## src/ppds_pkg.sv

```systemverilog
package ppds_pkg;

   // ------------------------------------------------------------
   // Sizes
   // ------------------------------------------------------------
   localparam int PINS = 8;
   localparam int AW   = 16;
   localparam int DW   = 16;
   localparam int BW   = 8;

   // ------------------------------------------------------------
   // Register map
   // ------------------------------------------------------------
   localparam logic [AW-1:0] ADDR_SEL_LOW  = 16'hF222;
   localparam logic [AW-1:0] ADDR_SEL_HIGH = 16'hF223;
   localparam logic [AW-1:0] ADDR_LEVEL    = 16'hF230;
   localparam logic [AW-1:0] ADDR_ACTIVE   = 16'hF231;

   localparam logic [BW-1:0] SEL_RESET     = 8'h00;
   localparam logic [BW-1:0] BYTE_ZERO     = 8'h00;
   localparam logic [DW-1:0] WORD_ZERO     = 16'h0000;

   // ------------------------------------------------------------
   // Codes and directions
   // ------------------------------------------------------------
   localparam logic [1:0] CODE_HIZ       = 2'h0;
   localparam logic [1:0] CODE_PCH_PDOWN = 2'h1;
   localparam logic [1:0] CODE_NCH_PUP   = 2'h2;
   localparam logic [1:0] CODE_CMOS_HIZ  = 2'h3;
   localparam logic       DIR_OUTPUT     = 1'b0;
   localparam logic       DIR_INPUT      = 1'b1;

   typedef enum logic [6:0] {
      MODE_OUT_HIZ  = 7'h01,
      MODE_OUT_PCH  = 7'h02,
      MODE_OUT_NCH  = 7'h04,
      MODE_OUT_CMOS = 7'h08,
      MODE_IN_HIZ   = 7'h10,
      MODE_IN_PDOWN = 7'h20,
      MODE_IN_PUP   = 7'h40
   } ppds_mode_t;

   // ------------------------------------------------------------
   // Carriers
   // ------------------------------------------------------------
   typedef struct packed {
      logic [AW-1:0] addr;
      logic [DW-1:0] wr_data;
      logic          wr;
      logic          rd;
      logic          word;
   } ppds_bus_req_t;

   typedef struct packed {
      logic [PINS-1:0] out;
      logic [PINS-1:0] oe;
      logic [PINS-1:0] pull_up;
      logic [PINS-1:0] pull_down;
   } ppds_pad_ctl_t;

   typedef struct packed {
      logic [BW-1:0]   sel_low;
      logic [BW-1:0]   sel_high;
      logic [DW-1:0]   rd_data;
      ppds_pad_ctl_t   pads;
      logic [PINS-1:0] sync1;
      logic [PINS-1:0] sync2;
      logic [PINS-1:0] sync3;
      logic [PINS-1:0] level;
   } ppds_state_t;

   localparam ppds_state_t STATE_RESET = '{
      sel_low:   SEL_RESET,
      sel_high:  SEL_RESET,
      rd_data:   WORD_ZERO,
      pads:      '{out: BYTE_ZERO, oe: BYTE_ZERO, pull_up: BYTE_ZERO, pull_down: BYTE_ZERO},
      sync1:     BYTE_ZERO,
      sync2:     BYTE_ZERO,
      sync3:     BYTE_ZERO,
      level:     BYTE_ZERO
   };

endpackage

```

## src/ppds_port_pin_drive_select.sv

```systemverilog
// Behaviour
// - The select register pair sits at the low select address and takes byte or word accesses.
// - Each pin's two-bit code is high-register bit n over low-register bit n.
// - A direction bit of 0 gives the code its output meaning, 1 its input meaning.
// - In output mode 00 floats, 01 is P-channel open drain, 10 N-channel open drain, 11 CMOS.
// - In input mode 00 and 11 float, 01 pulls down and 10 pulls up.
// - Reset clears both select registers, leaving every pin floating, whether its direction bit makes it an output or an input.
// - Input pins and output pins draw on separate sets of pad states.
// - The high select register sits one byte above the low one, and a word covers both.
// - Output pins with code 11 drive the data bit, 01 only a 1, 10 only a 0, 00 never; input pins report their sampled level back.
//
// Local design decision: the strobed register port.
`timescale 1ns/1ps
`default_nettype none

module ppds_port_pin_drive_select (
   input  wire logic                    i_clock,
   input  wire logic                    i_resetn,
   input  wire ppds_pkg::ppds_bus_req_t i_bus,
   output logic [ppds_pkg::DW-1:0]      o_rd_data,
   input  wire logic [ppds_pkg::PINS-1:0] i_pin_direction,
   input  wire logic [ppds_pkg::PINS-1:0] i_pin_data,
   input  wire logic [ppds_pkg::PINS-1:0] i_pad_in,
   output ppds_pkg::ppds_pad_ctl_t      o_pads,
   output logic [ppds_pkg::PINS-1:0]    o_pin_level
);
   import ppds_pkg::*;

   // ------------------------------------------------------------
   // Code decode
   // ------------------------------------------------------------
   function automatic ppds_mode_t decode_mode(input logic dir, input logic [1:0] code);
      ppds_mode_t m;
      m = MODE_OUT_HIZ;
      if (dir == DIR_OUTPUT) begin
         case (code)
            CODE_HIZ:       m = MODE_OUT_HIZ;
            CODE_PCH_PDOWN: m = MODE_OUT_PCH;
            CODE_NCH_PUP:   m = MODE_OUT_NCH;
            CODE_CMOS_HIZ:  m = MODE_OUT_CMOS;
            default:        m = MODE_OUT_HIZ;
         endcase
      end else begin
         case (code)
            CODE_HIZ:       m = MODE_IN_HIZ;
            CODE_PCH_PDOWN: m = MODE_IN_PDOWN;
            CODE_NCH_PUP:   m = MODE_IN_PUP;
            CODE_CMOS_HIZ:  m = MODE_IN_HIZ;
            default:        m = MODE_IN_HIZ;
         endcase
      end
      return m;
   endfunction

   // ------------------------------------------------------------
   // State
   // ------------------------------------------------------------
   ppds_state_t state_ff;
   ppds_state_t nxt_state;

   logic        hit_low;
   logic        hit_high;
   logic        hit_level;
   logic        hit_active;
   logic [1:0]  code;
   ppds_mode_t  mode;

   // ------------------------------------------------------------
   // Address decode
   // ------------------------------------------------------------
   // A word access must use the even address of a pair; odd word accesses are ignored.
   always_comb begin
      hit_low    = 1'b0;
      hit_high   = 1'b0;
      hit_level  = 1'b0;
      hit_active = 1'b0;
      if (i_bus.word) begin
         if (i_bus.addr == ADDR_SEL_LOW) begin
            hit_low  = 1'b1;
            hit_high = 1'b1;
         end
         if (i_bus.addr == ADDR_LEVEL) begin
            hit_level  = 1'b1;
            hit_active = 1'b1;
         end
      end else begin
         hit_low    = (i_bus.addr == ADDR_SEL_LOW);
         hit_high   = (i_bus.addr == ADDR_SEL_HIGH);
         hit_level  = (i_bus.addr == ADDR_LEVEL);
         hit_active = (i_bus.addr == ADDR_ACTIVE);
      end
   end

   // ------------------------------------------------------------
   // Next state
   // ------------------------------------------------------------
   always_comb begin
      nxt_state = state_ff;
      code      = CODE_HIZ;
      mode      = MODE_OUT_HIZ;

      // Register writes
      if (i_bus.wr) begin
         if (i_bus.word) begin
            if (hit_low) begin
               nxt_state.sel_low  = i_bus.wr_data[BW-1:0];
               nxt_state.sel_high = i_bus.wr_data[DW-1:BW];
            end
         end else begin
            if (hit_low) begin
               nxt_state.sel_low = i_bus.wr_data[BW-1:0];
            end
            if (hit_high) begin
               nxt_state.sel_high = i_bus.wr_data[BW-1:0];
            end
         end
      end

      // Register reads; data stand only in the cycle after the strobe
      nxt_state.rd_data = WORD_ZERO;
      if (i_bus.rd) begin
         if (i_bus.word) begin
            if (hit_low) begin
               nxt_state.rd_data = {state_ff.sel_high, state_ff.sel_low};
            end else if (hit_level) begin
               nxt_state.rd_data = {state_ff.pads.oe, state_ff.level};
            end
         end else begin
            if (hit_low) begin
               nxt_state.rd_data = {BYTE_ZERO, state_ff.sel_low};
            end else if (hit_high) begin
               nxt_state.rd_data = {BYTE_ZERO, state_ff.sel_high};
            end else if (hit_level) begin
               nxt_state.rd_data = {BYTE_ZERO, state_ff.level};
            end else if (hit_active) begin
               nxt_state.rd_data = {BYTE_ZERO, state_ff.pads.oe};
            end
         end
      end

      // Pad input sampling: third stage must agree with second before a change counts
      nxt_state.sync1 = i_pad_in;
      nxt_state.sync2 = state_ff.sync1;
      nxt_state.sync3 = state_ff.sync2;
      for (int n = 0; n < PINS; n++) begin
         if (state_ff.sync2[n] == state_ff.sync3[n]) begin
            nxt_state.level[n] = state_ff.sync3[n];
         end
      end

      // Pad control per pin
      for (int n = 0; n < PINS; n++) begin
         code = {state_ff.sel_high[n], state_ff.sel_low[n]};
         mode = decode_mode(i_pin_direction[n], code);
         nxt_state.pads.out[n]       = 1'b0;
         nxt_state.pads.oe[n]        = 1'b0;
         nxt_state.pads.pull_up[n]   = 1'b0;
         nxt_state.pads.pull_down[n] = 1'b0;
         case (mode)
            MODE_OUT_HIZ: begin
               nxt_state.pads.oe[n] = 1'b0;
            end
            MODE_OUT_PCH: begin
               nxt_state.pads.out[n] = 1'b1;
               nxt_state.pads.oe[n]  = i_pin_data[n];
            end
            MODE_OUT_NCH: begin
               nxt_state.pads.out[n] = 1'b0;
               nxt_state.pads.oe[n]  = ~i_pin_data[n];
            end
            MODE_OUT_CMOS: begin
               nxt_state.pads.out[n] = i_pin_data[n];
               nxt_state.pads.oe[n]  = 1'b1;
            end
            MODE_IN_PDOWN: begin
               nxt_state.pads.pull_down[n] = 1'b1;
            end
            MODE_IN_PUP: begin
               nxt_state.pads.pull_up[n] = 1'b1;
            end
            MODE_IN_HIZ: begin
               nxt_state.pads.oe[n] = 1'b0;
            end
            default: begin
               nxt_state.pads.oe[n] = 1'b0;
            end
         endcase
      end
   end

   // ------------------------------------------------------------
   // Registers
   // ------------------------------------------------------------
   always_ff @(posedge i_clock) begin
      if (!i_resetn) begin
         state_ff <= STATE_RESET;
      end else begin
         state_ff <= nxt_state;
      end
   end

   // ------------------------------------------------------------
   // Outputs
   // ------------------------------------------------------------
   assign o_rd_data   = state_ff.rd_data;
   assign o_pads      = state_ff.pads;
   assign o_pin_level = state_ff.level;

endmodule

`default_nettype wire
```

## config.mk

```make
export PLATFORM = sky130hd
export DESIGN_NAME = ppds_port_pin_drive_select
export DESIGN_NICKNAME = d
export VERILOG_FILES = /design/src/ppds_pkg.sv /design/src/ppds_port_pin_drive_select.sv
export SDC_FILE = /design/constraint.sdc
export NUM_CORES = 1
export LEC_CHECK = 0
export BUFFER_PORTS_ARGS = -buffer_cell sky130_fd_sc_hd__buf_2
export CORE_MARGIN = 4
export CORE_UTILIZATION = 25
export CTS_CLUSTER_SIZE = 8
export DETAILED_ROUTE_END_ITERATION = 8
export SLEW_MARGIN = 20
export SYNTH_ARGS = -nofsm -noshare
export SYNTH_HDL_FRONTEND = slang
export SYNTH_SLANG_ARGS = --single-unit
export TNS_END_PERCENT = 30
```

## constraint.sdc

```tcl
create_clock -name i_clock -period 2.9 [get_ports i_clock]
set_input_delay 0.725 -clock i_clock [delete_from_list [all_inputs] [get_ports i_clock]]
set_output_delay 0.725 -clock i_clock [all_outputs]
set_load 0.01 [all_outputs]
```

# --- Word level (Yosys, flattened, before mapping) ---
# Index checks and enable logic that the tools add are counted.
totals:
  reg_bits: 96
  input_bits: 61
  out_inout_bits: 56
  word_cells: 196
op_classes:
  n_eq_ne: 77
  mux: 73
  bitwise_logic: 8
  n_reduce_logical: 20
op_table:
  columns: ["operator", "count"]
  rows:
  - ["$pmux W7 S4", 8]
  - ["$pmux W7 S3", 8]
  - ["$mux W16", 5]
  - ["$eq A16 B16 Y1 const B", 4]
  - ["$eq A7 B2 Y1 const B", 8]
  - ["$eq A7 B3 Y1 const B", 8]
  - ["$eq A7 B4 Y1 const B", 8]
  - ["$eq A7 B6 Y1 const B", 8]
  - ["$eq A7 B7 Y1 const B", 8]
  - ["$mux W7", 8]
  - ["$mux W8", 6]
  - ["$eq A2 B2 Y1 const B", 16]
  - ["$pmux W1 S3", 8]
  - ["$mux W1", 22]
  - ["$eq A2 B1 Y1 const B", 8]
  - ["$logic_not A2 Y1", 8]
  - ["$pmux W1 S2", 8]
  - ["$reduce_or A2 Y1", 8]
  - ["$eq A1 B1 Y1", 8]
  - ["$not A1 Y1", 8]
  - ["$reduce_and A2 Y1", 2]
  - ["$reduce_and A3 Y1", 1]
  - ["$ne A2 B1 Y1 const B", 1]
  - ["$reduce_bool A2 Y1", 1]

# --- Logic depth before layout (Yosys ltp) ---
depth:
  ltp_word: 8
  mapped_depth: 6
  mapped_depth_nobuf: 6

# --- Worst setup path after synthesis ---
# No wires, ideal clock.
synth_path:
  kind: "input-to-reg"
  from: "input i_bus[27] (netlist bit)"
  to: "register state_ff[86] (netlist bit)"
  setup_ns: 0.119
  arrival_ns: 1.933
  required_time_ns: 2.781
  setup_slack_ns: 0.849
  stages: 4
  path_buffers: 0
  cell_sequence: "or4b_4 > nor3_2 > nand2_1 > o221a_1"
synth_between:
  elab_chain_len: 5
  elab_cells_between_ends: 8
  classes_between: "3 x eq/ne; 3 x mux; 2 x reduce/logical"
synth_lines:
  columns: ["element", "line", "text"]
  rows:
  - ["from (decl)", "ppds_port_pin_drive_select.sv:19", "input wire ppds_pkg::ppds_bus_req_t i_bus,"]
  - ["$eq A16 B16 Y1", "ppds_port_pin_drive_select.sv:78, ppds_port_pin_drive_select.sv:87", null]
  - ["$mux W1", "ppds_port_pin_drive_select.sv:78", "if (i_bus.addr == ADDR_SEL_LOW) begin"]
  - ["$mux W1", "ppds_port_pin_drive_select.sv:77", "if (i_bus.word) begin"]
  - ["$ne A2 B1 Y1 (no source line) / $reduce_bool A2 Y1 (equally long branches)", null, null]
  - ["$reduce_and A3 Y1 (no source line) (*)", null, null]
  - ["to (signal assigned)", "ppds_port_pin_drive_select.sv:198", "state_ff <= nxt_state;"]
  - ["to (decl)", "ppds_port_pin_drive_select.sv:58", "ppds_state_t state_ff;"]
# Mark *: on every way between the ends. The rest lies on a longest branch, timed or not.
# A chain may end at the register's enable or synchronous reset.

# --- Worst setup path after layout ---
layout_path:
  from: "input i_bus[27] (netlist bit)"
  to: "register state_ff, in the netlist o_rd_data[12]"
layout_between:
  elab_chain_len: 6
  elab_cells_between_ends: 9
  classes_between: "2 x eq/ne; 7 x mux"
layout_lines:
  columns: ["element", "line", "text"]
  rows:
  - ["$eq A16 B16 Y1", "ppds_port_pin_drive_select.sv:82, ppds_port_pin_drive_select.sv:89", null]
  - ["$mux W1", "ppds_port_pin_drive_select.sv:82", "if (i_bus.addr == ADDR_LEVEL) begin"]
  - ["$mux W1", "ppds_port_pin_drive_select.sv:77", null]
  - ["$mux W16", "ppds_port_pin_drive_select.sv:125", "end else if (hit_level) begin"]
  - ["$mux W16 (*)", "ppds_port_pin_drive_select.sv:123", "if (hit_low) begin"]
  - ["$mux W16 (*)", "ppds_port_pin_drive_select.sv:122", "if (i_bus.word) begin"]
# Marks and branches as above.

==> results_dict.tcl <==
set metrics [dict create \
    synth-xor-area-share 0 \
    fin_nets 665 \
    drc 0 \
    ir_worst_vdd_mv 0.381 \
    synthArstFlopShare 0 \
    grt_max_degree 66 \
    synth_mux_area_frac 0.0156 \
    cts_root_buf "clkbuf_16" \
    clk_pin_slew_ns 0.07 \
    synth-edff-count 0 \
    whs_path_depth 1 \
    hold_buffers 0 \
    yosys_register_bits 96 \
    cp-end-kind "register" \
    worstHoldStart "nxt_state[20]" \
    drt-total-wl_um 12000 \
    grt_overflow_total 0 \
    regArea_um2 1920 \
    critPathKind "in -> reg" \
    grt_pass1_wl_um 18800 \
    dieWidth_um 145 \
    synth-compound-area-share 0.157 \
    drt-pass1-iter-count 4 \
    synthesis.nets 600 \
    crit_fanout 8 \
    r2r_slack_ns 1.20 \
    layout_commonest_cell "buf_2" \
    totalPowerFinal_mw 2.64 \
    clockBufferDepth 2 \
    hold_path.class "reg -> reg" \
    synthAdderAreaFrac 0.0849 \
    design.die.area_um2 21100 \
    cts_resized 0 \
    maxCapViolCount 0 \
    fin_worst_skew_ns 0.00470 \
    cts_inserted_buffers 9 \
    worst_pin_slew_ns 0.626 \
    finalCoreUtilization 0.299 \
    h-tree-depth 3 \
    p_sw_frac 0.244 \
    fmax_mhz 459 \
    post-place-ws_ns 0.409 \
    critPathArrivalTime_ns 2.44 \
    ys_top_cells_by_area "dfxtp_1, buf_4, ha_1" \
    setup_ws_ns 0.722 \
    coreArea_um2 18300 \
    via_per_inst 4.45 \
    cts.sinks 96 \
    seq_area_frac_synth 0.407 \
    avgSynthCellArea_um2 9.31 \
    setup_viol 0 \
    grt_pass1_vias 3453 \
    row_count 49 \
    start_util 0.258 \
    wl_per_cell_um 14.9 \
    drtIter0Drc 156 \
    cts_tree "built" \
    power_frac_seq 0.507 \
    p_comb_frac 0.050 \
    nFillCells 1947 \
    p_int_mw 1.99 \
    antenna_left 0 \
    p_clk_frac 0.444 \
    cp-start-kind "input port" \
    min_period_over_period 0.751 \
    yosysTopAreaCell "dfxtp_1" \
    place.gp.congestion 0.795 \
    synthCells 507 \
    setup_tns_ns 0 \
    hold_end "nxt_state[12]" \
    antenna_found_initial 0 \
    hold_violations 0 \
    yosys_most_used_dff "dfxtp_1" \
    drv_slew 0 \
    synth_cell_types 48 \
    insertion_delay_ns 0.35 \
    r2r-end "o_pads[19]" \
    drive_gt1_frac 0.288 \
    synth_simple_gate_area_share 0.216 \
    crit_required_ns 3.16 \
    final_cell_mix "buf_2, dfxtp_1, nand3_1" \
    r2r_cells 6 \
    leakage_nw 2.14 \
    grt_setup_unrepaired "no" \
    ioPinCount 117 \
    status "finished clean" \
    relSlewSlack 0.583 \
    critPathLaunch "i_bus[27]" \
    portBuffers 116 \
    min_period_ns 2.18 \
    power.density_nw_per_um2 482 \
    p_switching_mw 0.644 \
    vias 3583 \
    dp_hpwl_um 9240 \
    syn_area_um2 4720 \
    grt_use_total 0.115 \
    diodes 0 \
    multiInputGateArea_um2 2230 \
    die_h_um 145 \
    synth_top_cell_area_share 0.407 \
    synth_top_family_by_area "simple AND/OR/NAND/NOR gates" \
    area_growth_pct 15.9 \
    post_cts_buffers 0 \
    yosys_warnings 0 \
    r2r-start "state_ff[83]" \
]
## cell usage after synthesis, types with 2 or more instances
library cell,count
nand3_1,33
o21ai_0,23
nand2_1,27
o22a_1,8
nand4_1,5
or3b_2,2
buf_2,2
nand4bb_1,3
mux2_2,3
clkbuf_1,13
a21o_1,6
a21boi_0,15
and2_1,28
and3_1,6
mux2i_1,4
a21oi_1,26
nand2b_1,4
dfxtp_1,96
nor4b_1,2
nor3b_1,14
nand3b_1,4
nor3_1,8
nor2_1,20
nor2b_1,10
buf_4,56
o221a_2,10
inv_1,21
o31ai_1,5
ha_1,32
nor4_1,2
a32oi_1,2
## sequential cells by signal, summed over array words and instances (netlist names)
name and flops:
o_pin_level 8, state_ff 22, o_pads 32, o_rd_data 16, nxt_state 16, code 2
## power by group through the flow
stage	clock network (mW)	logic [mW]	registers [mW]
floorplan	0	0.0602	1.36
global placement	0	0.130	1.37
detailed placement	0	0.131	1.37
CTS	1.22	0.131	1.34
global route	1.27	0.144	1.34
finish	1.17	0.131	1.34
## through the flow
step                      std cells  instance area, um^2  hold slack [ns]
final                           806                 5470            0.434
after global routing            806                 5470            0.450
after CTS                       806                 5470            0.437
after detailed placement        790                 5180            0.420
after global placement          790                 5180            0.413
after floorplan                 507                 4720            0.412
## routing by layer
layer  GRT usage  wire (um)
met1       0.149       5520
met2       0.178       5540
met3      0.0346        720
met4      0.0470        255
met5           0          0
## cells by family after synthesis
| kind of cell | count (synthesis) |
|---|---|
| AND/OR/NAND/NOR | 175 |
| AO/OA/AOI/OAI | 104 |
| multiplexers | 7 |
| flip-flops | 96 |
| buffers and inverters | 93 |
| adder cells (fa/ha/maj) | 32 |
## area by class of cell
type / count / share of cell area
sequential: 96 / 0.351
clock inverter: 7 / 0.0119
timing repair buffer: 126 / 0.120
tap: 229 / 0.0524
inverter: 21 / 0.0144
multi-input combinational: 318 / 0.409
clock buffer: 9 / 0.0412
## how the worst max path moves through the flow
stage / endpoint / depth (start not counted)
floorplan: state_ff[86] / 4
global placement: o_rd_data[12] / 5
detailed placement: o_rd_data[12] / 5
CTS: o_rd_data[12] / 5
global route: o_rd_data[8] / 5
finish: o_rd_data[12] / 5
## critical path, stage by stage
cell and delay, ns:
buf_2 0.10, or4b_4 0.58, nor3_2 0.27, nand4_1 0.48
a21oi_1 0.28
(Power assumes the default switching activity.)
